### config.mk
export PLATFORM = sky130hd
export DESIGN_NAME = ots_term_select
export DESIGN_NICKNAME = d
export VERILOG_FILES = /design/src/ots_pkg.sv /design/src/ots_term_select.sv
export SDC_FILE = /design/constraint.sdc
export NUM_CORES = 1
export LEC_CHECK = 0
export BUFFER_PORTS_ARGS = -buffer_cell sky130_fd_sc_hd__clkbuf_2
export CORE_MARGIN = 2
export CORE_UTILIZATION = 45
export CTS_CLUSTER_SIZE = 8
export DETAILED_ROUTE_END_ITERATION = 6
export PLACE_DENSITY = 0.69
export SYNTH_ARGS = -nofsm -noshare
export SYNTH_HDL_FRONTEND = slang
export SYNTH_SLANG_ARGS = --single-unit
### constraint.sdc
create_clock -name core_clk -period 6.8 [get_ports core_clk]
set_input_delay 0 -clock core_clk [delete_from_list [all_inputs] [get_ports core_clk]]
set_output_delay 0 -clock core_clk [all_outputs]
set_load 0.005 [all_outputs]
### src/ots_pkg.sv
package ots_pkg;

   // ------------------------------------------------------------
   // Sizes
   // ------------------------------------------------------------
   localparam int          OTS_NUM_TERM   = 5;
   localparam int          OTS_CODE_W     = 5;
   localparam int          OTS_NUM_COND   = 19;
   localparam int          OTS_ADR_W      = 8;
   localparam int          OTS_DAT_W      = 32;
   localparam int          OTS_AIN_W      = 12;
   localparam int          OTS_PULSE_W    = 25;

   // ------------------------------------------------------------
   // Selection codes
   // ------------------------------------------------------------
   localparam logic [4:0]  OTS_SEL_NONE       = 5'h00;
   localparam logic [4:0]  OTS_SEL_RUNNING    = 5'h01;
   localparam logic [4:0]  OTS_SEL_FAULT_STOP = 5'h02;
   localparam logic [4:0]  OTS_SEL_FREQ_LVL1  = 5'h03;
   localparam logic [4:0]  OTS_SEL_FREQ_REACH = 5'h04;
   localparam logic [4:0]  OTS_SEL_ZERO_SPEED = 5'h05;
   localparam logic [4:0]  OTS_SEL_MOTOR_OVL  = 5'h06;
   localparam logic [4:0]  OTS_SEL_DRIVE_OVL  = 5'h07;
   localparam logic [4:0]  OTS_SEL_SET_COUNT  = 5'h08;
   localparam logic [4:0]  OTS_SEL_DSG_COUNT  = 5'h09;
   localparam logic [4:0]  OTS_SEL_LENGTH     = 5'h0A;
   localparam logic [4:0]  OTS_SEL_SEQ_DONE   = 5'h0B;
   localparam logic [4:0]  OTS_SEL_RUN_TIME   = 5'h0C;
   localparam logic [4:0]  OTS_SEL_FREQ_LIM   = 5'h0D;
   localparam logic [4:0]  OTS_SEL_TORQ_LIM   = 5'h0E;
   localparam logic [4:0]  OTS_SEL_READY      = 5'h0F;
   localparam logic [4:0]  OTS_SEL_AIN_CMP    = 5'h10;
   localparam logic [4:0]  OTS_SEL_UPPER_LIM  = 5'h11;
   localparam logic [4:0]  OTS_SEL_LOWER_LIM  = 5'h12;
   localparam logic [4:0]  OTS_SEL_LAST       = 5'h12;

   // ------------------------------------------------------------
   // Register byte offsets
   // ------------------------------------------------------------
   localparam logic [7:0]  OTS_REG_SEL0       = 8'h00;
   localparam logic [7:0]  OTS_REG_SEL_LAST   = 8'h10;
   localparam logic [7:0]  OTS_REG_TERM_STAT  = 8'h14;
   localparam logic [7:0]  OTS_REG_SET_COUNT  = 8'h18;
   localparam logic [7:0]  OTS_REG_DSG_COUNT  = 8'h1C;
   localparam logic [7:0]  OTS_REG_LENGTH     = 8'h20;
   localparam logic [7:0]  OTS_REG_RUN_TIME   = 8'h24;
   localparam logic [7:0]  OTS_REG_COND_STAT  = 8'h28;
   localparam int          OTS_REG_IDX_LSB    = 2;

   // ------------------------------------------------------------
   // Reset values of the five selection codes and the thresholds
   // ------------------------------------------------------------
   localparam logic [24:0] OTS_SEL_RESET      = {5'h04, 5'h01, 5'h00,
                                                 5'h02, 5'h00};
   localparam logic [31:0] OTS_THR_RESET      = 32'h0000_0000;

   // ------------------------------------------------------------
   // Timing
   // ------------------------------------------------------------
   localparam int          OTS_CLK_HZ         = 100_000_000;
   localparam int          OTS_PULSE_MS       = 250;
   localparam int          OTS_PULSE_CYC      = OTS_PULSE_MS
                                                * (OTS_CLK_HZ / 1000);
   localparam int          OTS_OVL_LEAD_S     = 10;
   localparam int          OTS_OVL_LEAD_MS    = OTS_OVL_LEAD_S * 1000;

endpackage : ots_pkg

### src/ots_term_select.sv
`timescale 1ns/100ps
// Summary of operation
// - Five terminals, each with its own code, follow their own condition.
// - Code zero gives no function; terminal stays inactive.
// - Code one: ON while drive runs with output, zero frequency included.
// - Code two: ON when drive has stopped because of a fault.
// - Code three: follow first frequency-level detector result.
// - Code four: follow frequency-reached detector result.
// - Code five: ON while running at zero frequency; OFF when stopped.
// - Code six: ON when motor load exceeds overload pre-warning threshold.
// - Code seven: ON ten seconds before drive overload protection trips.
// - Code eight: ON once counter reaches the set count.
// - Code nine: ON once counter reaches the designated count.
// - Code ten: ON when actual length exceeds target length.
// - Code eleven: 250 ms pulse after a finished sequencer cycle; a new finish restarts it.
// - Code twelve: ON when accumulated run time exceeds its threshold.
// - Code thirteen: ON when command beyond a limit and output reached it.
// - Code fourteen: speed mode torque limit gives ON and stall protection.
// - Code fifteen: ON when circuits stable, no fault, ready to run.
// - Code sixteen: ON while first analog input exceeds the second.
// - Code seventeen: ON when running frequency reaches upper limit.
// - Code eighteen: ON at lower limit; forced OFF while stopped.
module ots_term_select
   import ots_pkg::*;
#(
   parameter logic [OTS_PULSE_W-1:0] PULSE_CYCLES =
      OTS_PULSE_W'(OTS_PULSE_CYC)
)(
   // Clock and reset
   input  wire logic                  core_clk,
   input  wire logic                  sys_rst,
   // Wishbone slave
   input  wire logic                  wb_cyc_i,
   input  wire logic                  wb_stb_i,
   input  wire logic                  wb_we_i,
   input  wire logic [OTS_ADR_W-1:0]  wb_adr_i,
   input  wire logic [3:0]            wb_sel_i,
   input  wire logic [OTS_DAT_W-1:0]  wb_dat_i,
   output logic      [OTS_DAT_W-1:0]  wb_dat_o,
   output logic                       wb_ack_o,
   // Drive state
   input  wire logic                  drive_running,
   input  wire logic                  fault_stopped,
   input  wire logic                  out_freq_zero,
   input  wire logic                  main_circuit_stable,
   input  wire logic                  ctrl_circuit_stable,
   input  wire logic                  fault_detected,
   input  wire logic                  run_ready,
   // Frequency and torque detectors
   input  wire logic                  freq_level_detect_1,
   input  wire logic                  freq_reached,
   input  wire logic                  set_freq_beyond_limit,
   input  wire logic                  out_freq_at_limit,
   input  wire logic                  run_freq_at_upper,
   input  wire logic                  run_freq_at_lower,
   input  wire logic                  speed_ctrl_mode,
   input  wire logic                  torque_at_limit,
   // Overload
   input  wire logic                  motor_ovl_prewarn,
   input  wire logic                  drive_ovl_active,
   input  wire logic [31:0]           drive_ovl_trip_ms,
   // Counters, length, time, sequencer, analog
   input  wire logic [31:0]           count_value,
   input  wire logic [31:0]           actual_length,
   input  wire logic [31:0]           accumulated_run_time,
   input  wire logic                  step_sequencer_done,
   input  wire logic [OTS_AIN_W-1:0]  analog_input_1,
   input  wire logic [OTS_AIN_W-1:0]  analog_input_2,
   // Terminals and protection
   output logic [OTS_NUM_TERM-1:0]    term_on,
   output logic                       stall_protect
);

   // ------------------------------------------------------------
   // State
   // ------------------------------------------------------------
   typedef struct packed {
      logic [OTS_NUM_TERM-1:0][OTS_CODE_W-1:0] code;
      logic [31:0]                             set_count_threshold;
      logic [31:0]                             designated_count_threshold;
      logic [31:0]                             target_length_setting;
      logic [31:0]                             accumulated_run_time_threshold;
      logic [OTS_PULSE_W-1:0]                  pulse_left;
      logic [OTS_NUM_COND-1:0]                 cond;
      logic [OTS_NUM_TERM-1:0]                 term;
      logic                                    stall;
      logic                                    ack;
      logic [OTS_DAT_W-1:0]                    rdata;
   } ots_state_t;

   ots_state_t st;
   ots_state_t next_st;

   // ------------------------------------------------------------
   // Functions
   // ------------------------------------------------------------
   // Byte-lane merge for a 32-bit write
   function automatic logic [31:0] ots_merge(
      input logic [31:0] old_val,
      input logic [31:0] new_val,
      input logic [3:0]  lanes
   );
      logic [31:0] res;
      res = old_val;
      for (int b = 0; b < 4; b++) begin
         if (lanes[b]) begin
            res[b*8 +: 8] = new_val[b*8 +: 8];
         end
      end
      return res;
   endfunction : ots_merge

   // Condition picked by one selection code
   function automatic logic ots_pick(
      input logic [OTS_CODE_W-1:0]   code,
      input logic [OTS_NUM_COND-1:0] cond
   );
      logic res;
      res = 1'b0;
      if (code != OTS_SEL_NONE && code <= OTS_SEL_LAST) begin
         res = cond[code];
      end
      return res;
   endfunction : ots_pick

   // ------------------------------------------------------------
   // Next state
   // ------------------------------------------------------------
   logic                   bus_req;
   logic [OTS_ADR_W-1:0]   adr;
   logic [OTS_NUM_COND-1:0] c;
   int                     idx;

   always_comb begin
      next_st = st;
      bus_req = wb_cyc_i & wb_stb_i & ~st.ack;
      adr     = wb_adr_i;
      c       = '0;
      idx     = 0;

      // Sequencer pulse; a new cycle end restarts the full width
      if (step_sequencer_done) begin
         next_st.pulse_left = PULSE_CYCLES;
      end else if (st.pulse_left != '0) begin
         next_st.pulse_left = st.pulse_left - 1'b1;
      end

      c[OTS_SEL_NONE]       = 1'b0;
      c[OTS_SEL_RUNNING]    = drive_running;
      c[OTS_SEL_FAULT_STOP] = fault_stopped;
      c[OTS_SEL_FREQ_LVL1]  = freq_level_detect_1;
      c[OTS_SEL_FREQ_REACH] = freq_reached;
      c[OTS_SEL_ZERO_SPEED] = drive_running & out_freq_zero;
      c[OTS_SEL_MOTOR_OVL]  = motor_ovl_prewarn;
      c[OTS_SEL_DRIVE_OVL]  = drive_ovl_active
                              & (drive_ovl_trip_ms
                                 <= 32'(OTS_OVL_LEAD_MS));
      c[OTS_SEL_SET_COUNT]  = count_value
                              >= st.set_count_threshold;
      c[OTS_SEL_DSG_COUNT]  = count_value
                              >= st.designated_count_threshold;
      c[OTS_SEL_LENGTH]     = actual_length
                              > st.target_length_setting;
      c[OTS_SEL_SEQ_DONE]   = st.pulse_left != '0;
      c[OTS_SEL_RUN_TIME]   = accumulated_run_time
                              > st.accumulated_run_time_threshold;
      c[OTS_SEL_FREQ_LIM]   = set_freq_beyond_limit
                              & out_freq_at_limit;
      c[OTS_SEL_TORQ_LIM]   = speed_ctrl_mode & torque_at_limit;
      c[OTS_SEL_READY]      = main_circuit_stable & ctrl_circuit_stable
                              & ~fault_detected & run_ready;
      c[OTS_SEL_AIN_CMP]    = analog_input_1 > analog_input_2;
      c[OTS_SEL_UPPER_LIM]  = run_freq_at_upper;
      c[OTS_SEL_LOWER_LIM]  = run_freq_at_lower & drive_running;
      next_st.cond  = c;
      next_st.stall = c[OTS_SEL_TORQ_LIM];

      // Each terminal reads only its own code
      for (int t = 0; t < OTS_NUM_TERM; t++) begin
         next_st.term[t] = ots_pick(st.code[t], c);
      end

      // Wishbone: ack one cycle after request, dropped the cycle after
      next_st.ack   = bus_req;
      next_st.rdata = '0;
      if (bus_req) begin
         if (adr >= OTS_REG_SEL0 && adr <= OTS_REG_SEL_LAST
             && adr[1:0] == 2'b00) begin
            idx = int'(adr[OTS_ADR_W-1:OTS_REG_IDX_LSB]);
            next_st.rdata = {27'h0, st.code[idx]};
            if (wb_we_i && wb_sel_i[0]) begin
               next_st.code[idx] = wb_dat_i[OTS_CODE_W-1:0];
            end
         end else if (adr == OTS_REG_TERM_STAT) begin
            next_st.rdata = {27'h0, st.term};
         end else if (adr == OTS_REG_SET_COUNT) begin
            next_st.rdata = st.set_count_threshold;
            if (wb_we_i) begin
               next_st.set_count_threshold =
                  ots_merge(st.set_count_threshold, wb_dat_i, wb_sel_i);
            end
         end else if (adr == OTS_REG_DSG_COUNT) begin
            next_st.rdata = st.designated_count_threshold;
            if (wb_we_i) begin
               next_st.designated_count_threshold =
                  ots_merge(st.designated_count_threshold, wb_dat_i,
                            wb_sel_i);
            end
         end else if (adr == OTS_REG_LENGTH) begin
            next_st.rdata = st.target_length_setting;
            if (wb_we_i) begin
               next_st.target_length_setting =
                  ots_merge(st.target_length_setting, wb_dat_i, wb_sel_i);
            end
         end else if (adr == OTS_REG_RUN_TIME) begin
            next_st.rdata = st.accumulated_run_time_threshold;
            if (wb_we_i) begin
               next_st.accumulated_run_time_threshold =
                  ots_merge(st.accumulated_run_time_threshold, wb_dat_i,
                            wb_sel_i);
            end
         end else if (adr == OTS_REG_COND_STAT) begin
            next_st.rdata = {13'h0, st.cond};
         end else begin
            // Unmapped: acked, reads zero, writes dropped
            next_st.rdata = '0;
         end
      end
   end

   // ------------------------------------------------------------
   // Registers
   // ------------------------------------------------------------
   always_ff @(posedge core_clk or posedge sys_rst) begin
      if (sys_rst) begin
         st.code                           <= OTS_SEL_RESET;
         st.set_count_threshold            <= OTS_THR_RESET;
         st.designated_count_threshold     <= OTS_THR_RESET;
         st.target_length_setting          <= OTS_THR_RESET;
         st.accumulated_run_time_threshold <= OTS_THR_RESET;
         st.pulse_left                     <= '0;
         st.cond                           <= '0;
         st.term                           <= '0;
         st.stall                          <= 1'b0;
         st.ack                            <= 1'b0;
         st.rdata                          <= '0;
      end else begin
         st <= next_st;
      end
   end

   // ------------------------------------------------------------
   // Outputs, all straight from flops
   // ------------------------------------------------------------
   assign term_on       = st.term;
   assign stall_protect = st.stall;
   assign wb_ack_o      = st.ack;
   assign wb_dat_o      = st.rdata;

endmodule : ots_term_select

==> impl_metrics.tcl <==
set metrics [dict create \
    hp-class "in2reg" \
    swShare_pct 25.51 \
    synthFlopType "dfrtp_1" \
    power_mw 3.412 \
    worstMarginPinSlew_ns 1.279 \
    use_met2_pct 42.47 \
    crit-reg2reg-launch "st[92]" \
    start_kind "input port" \
    post_cts_buffers 0 \
    synth-compound-area-share_pct 14.93 \
    yosys.area_share.xor_xnor_pct 1.074 \
    io_buffer_count 257 \
    p_comb_share_pct 11.2 \
    cts_tree "built" \
    clock_sinks 234 \
    synth_top_family_by_area "compound AO/OA/AOI/OAI gates" \
    cts.clk_slew.worst_paths_ns 0.06 \
    cp.arrival_ns 3.56 \
    violations "DRC" \
    cp-end-kind "register" \
    ys_seq_elements 234 \
    core_um2 32290 \
    first_pass_iters 6 \
    ys_seq_area_share_pct 39.93 \
    cts_buffer_depth 3 \
    rsz0062_at_grt "no" \
    fp-row-count 66 \
    startpoint "wb_stb_i" \
    use_met3_pct 6.204 \
    status "complete, but fails checks" \
    r2r_slack_ns 3.74 \
    dp_hpwl_um 34130 \
    async_flop_share_pct 100.0 \
    die_w_um 184.6 \
    ant_nets 0 \
    max-cap-violations 0 \
    irDropWorstVdd_uv 142.9 \
    synthAdderAreaFrac_pct 12.02 \
    fill_cells 2885 \
    drive_gt1_share_pct 27.55 \
    skew_ns 0.02546 \
    drt_wl_total_um 46090 \
    synth.area.mux_share_pct 12.61 \
    grtUsageMet1_pct 34.94 \
    clockPowerShare_pct 46.5 \
    viasPerCell 5.814 \
    place_ws_ns 3.273 \
    p_sw_mw 0.8704 \
    die_h_um 184.6 \
    io_pins 258 \
    period_needed_ns 3.167 \
    synth_cell_types 66 \
    maxSlewViolCount 0 \
    relSlewSlack_pct 14.40 \
    worst_skew_pair.late_latency_ns 0.52 \
    cts-htree-levels 2 \
    power_leakage_nw 8.179 \
    most-common-layout-cells "clkbuf_2, dfrtp_1, inv_1, mux2_2, ha_1" \
    yosys.area_share.simple_pct 12.24 \
    criticalPathCategory "in2reg" \
    synth_fp_nets 1834 \
    start_util_pct 45.45 \
    synth.cell_area_um2 14670 \
    final_util_pct 54.38 \
    busiest_layer "met2" \
    first_global_vias 12660 \
    reg2reg_to "term_on[0]" \
    synth-edff-count 0 \
    fmax_ghz 0.3157 \
    grtUsageTotal_pct 26.92 \
    p_per_area_nw_per_um2 194.3 \
    area_growth_pct 19.65 \
    cp_max_fo 28 \
    vias 12730 \
    fin_nets 2096 \
    final.setup.tns_ns 0 \
    finalWorstSetupSlack_ns 3.633 \
    required_ns 7.19 \
    fin_crit_sh_pct 46.58 \
    first_iter_violations 1268 \
    ys.warnings.count 0 \
    setup_viol 0 \
    synth_cells 1474 \
    layout_commonest_cell "clkbuf_2" \
    antenna_found_initial 2 \
    hold_viol_final 0 \
    drc_errors 1 \
    grt_pass1_wl_um 69920 \
    cts_root_buf "clkbuf_16" \
    dieArea_um2 34070 \
    r2r_cells 9 \
    place_congestion 0.9391 \
    pwr-share-seq_pct 42.2 \
    wire_per_inst_um 21.05 \
    synth_area_per_cell_um2 9.955 \
    cts_buffers 35 \
    grt_max_degree 155 \
    p_int_mw 2.542 \
    min_from "wb_adr_i[0]" \
    critPathCapture "st[179]" \
    grt_overflow 0 \
]
==> cells in the mapped netlist (all sizes together) (11+ instances only) <==
master	n	area, um2
dfrtp	231	5781
inv	161	604.3
mux2	157	1768
ha	141	1764
nand2	104	390.4
a21oi	92	460.4
nor2	67	251.5
clkbuf	43	162.7
nand3	40	200.2
buf	39	285.3
o21ai	38	190.2
o211ai	27	202.7
nor3	24	120.1
a21o	18	135.1
nand4	18	112.6
nor4	17	106.4
a221o	15	150.1
o221ai	15	131.4
nand2b	14	87.58
or3	14	88.84
a222oi	13	130.1
and3	12	75.07
o21a	12	90.09
o31ai	12	90.09
o311ai	11	96.34
xnor2	11	96.34
==> worst min path at each step <==
stage	slack (ns)	endpoint	cells after the start
final	0.02	wb_dat_o[2]	4
after global routing	0.02	st[225]	2
after CTS	0.002	st[225]	2
after detailed placement	0.25	st[42]	1
after global placement	0.26	st[42]	1
after floorplan	0.03	st[40]	0
==> per-stage QoR <==
step / cell area (um2) / cells / hold slack, ns
floorplan: 14670 / 1474 / 0.03143
global placement: 16120 / 2095 / 0.2608
detailed placement: 16120 / 2095 / 0.2482
CTS: 17550 / 2188 / 0.002247
global route: 17550 / 2188 / 0.01668
finish: 17560 / 2190 / 0.01536
==> cells by family after synthesis <==
kind of cell	count (synthesis)
AO/OA/AOI/OAI	316
XOR/XNOR	18
adder cells (fa/ha/maj)	141
buffers and inverters	244
flip-flops	234
multiplexers	164
AND/OR/NAND/NOR	357
==> repair_timing <==
action	CTS	global route
hold endpoints to repair	282	0
resized for setup	0	0
endpoints found under the setup margin	0	0
hold buffers	46	0
==> worst max-delay path: stages <==
cell,delay (ns)
dlygate4sd3_1,0.53
clkbuf_2,0.11
nand2_1,0.06
dlygate4sd3_1,0.58
or2_2,0.31
clkinv_1,0.16
nand3_1,0.09
buf_4,0.27
nor2_1,0.45
and3_1,0.58
mux2_2,0.40
==> power groups by stage <==
stage | logic, mW | registers (mW) | clock network, mW
global placement | 0.352 | 1.46 | 0
CTS | 0.384 | 1.44 | 1.61
detailed placement | 0.360 | 1.46 | 0
finish | 0.383 | 1.44 | 1.59
global route | 0.428 | 1.44 | 1.67
floorplan | 0.195 | 1.46 | 0
==> final cells by class <==
type | count | area (um2) | area share, %
timing repair buffer | 307 | 1777 | 10.12
clock inverter | 2 | 25.02 | 0.1425
sequential | 234 | 5859 | 33.37
multi-input combinational | 996 | 7779 | 44.30
tap | 442 | 553.0 | 3.150
antenna | 2 | 5.005 | 0.02850
clock buffer | 45 | 944.7 | 5.380
inverter | 162 | 615.6 | 3.506
==> per-layer routing <==
layer | routed length [um] | share of wire, %
met2 | 21030 | 46
met1 | 19240 | 42
met5 | 0 | 0
met4 | 1964 | 4.3
met3 | 3860 | 8.4
==> registers in the layout (all words and copies together), names as in the netlist <==
name	flops
wb_ack_o	1
term_on	5
wb_dat_o	32
st	196
Power figures use the tool's default switching activity.
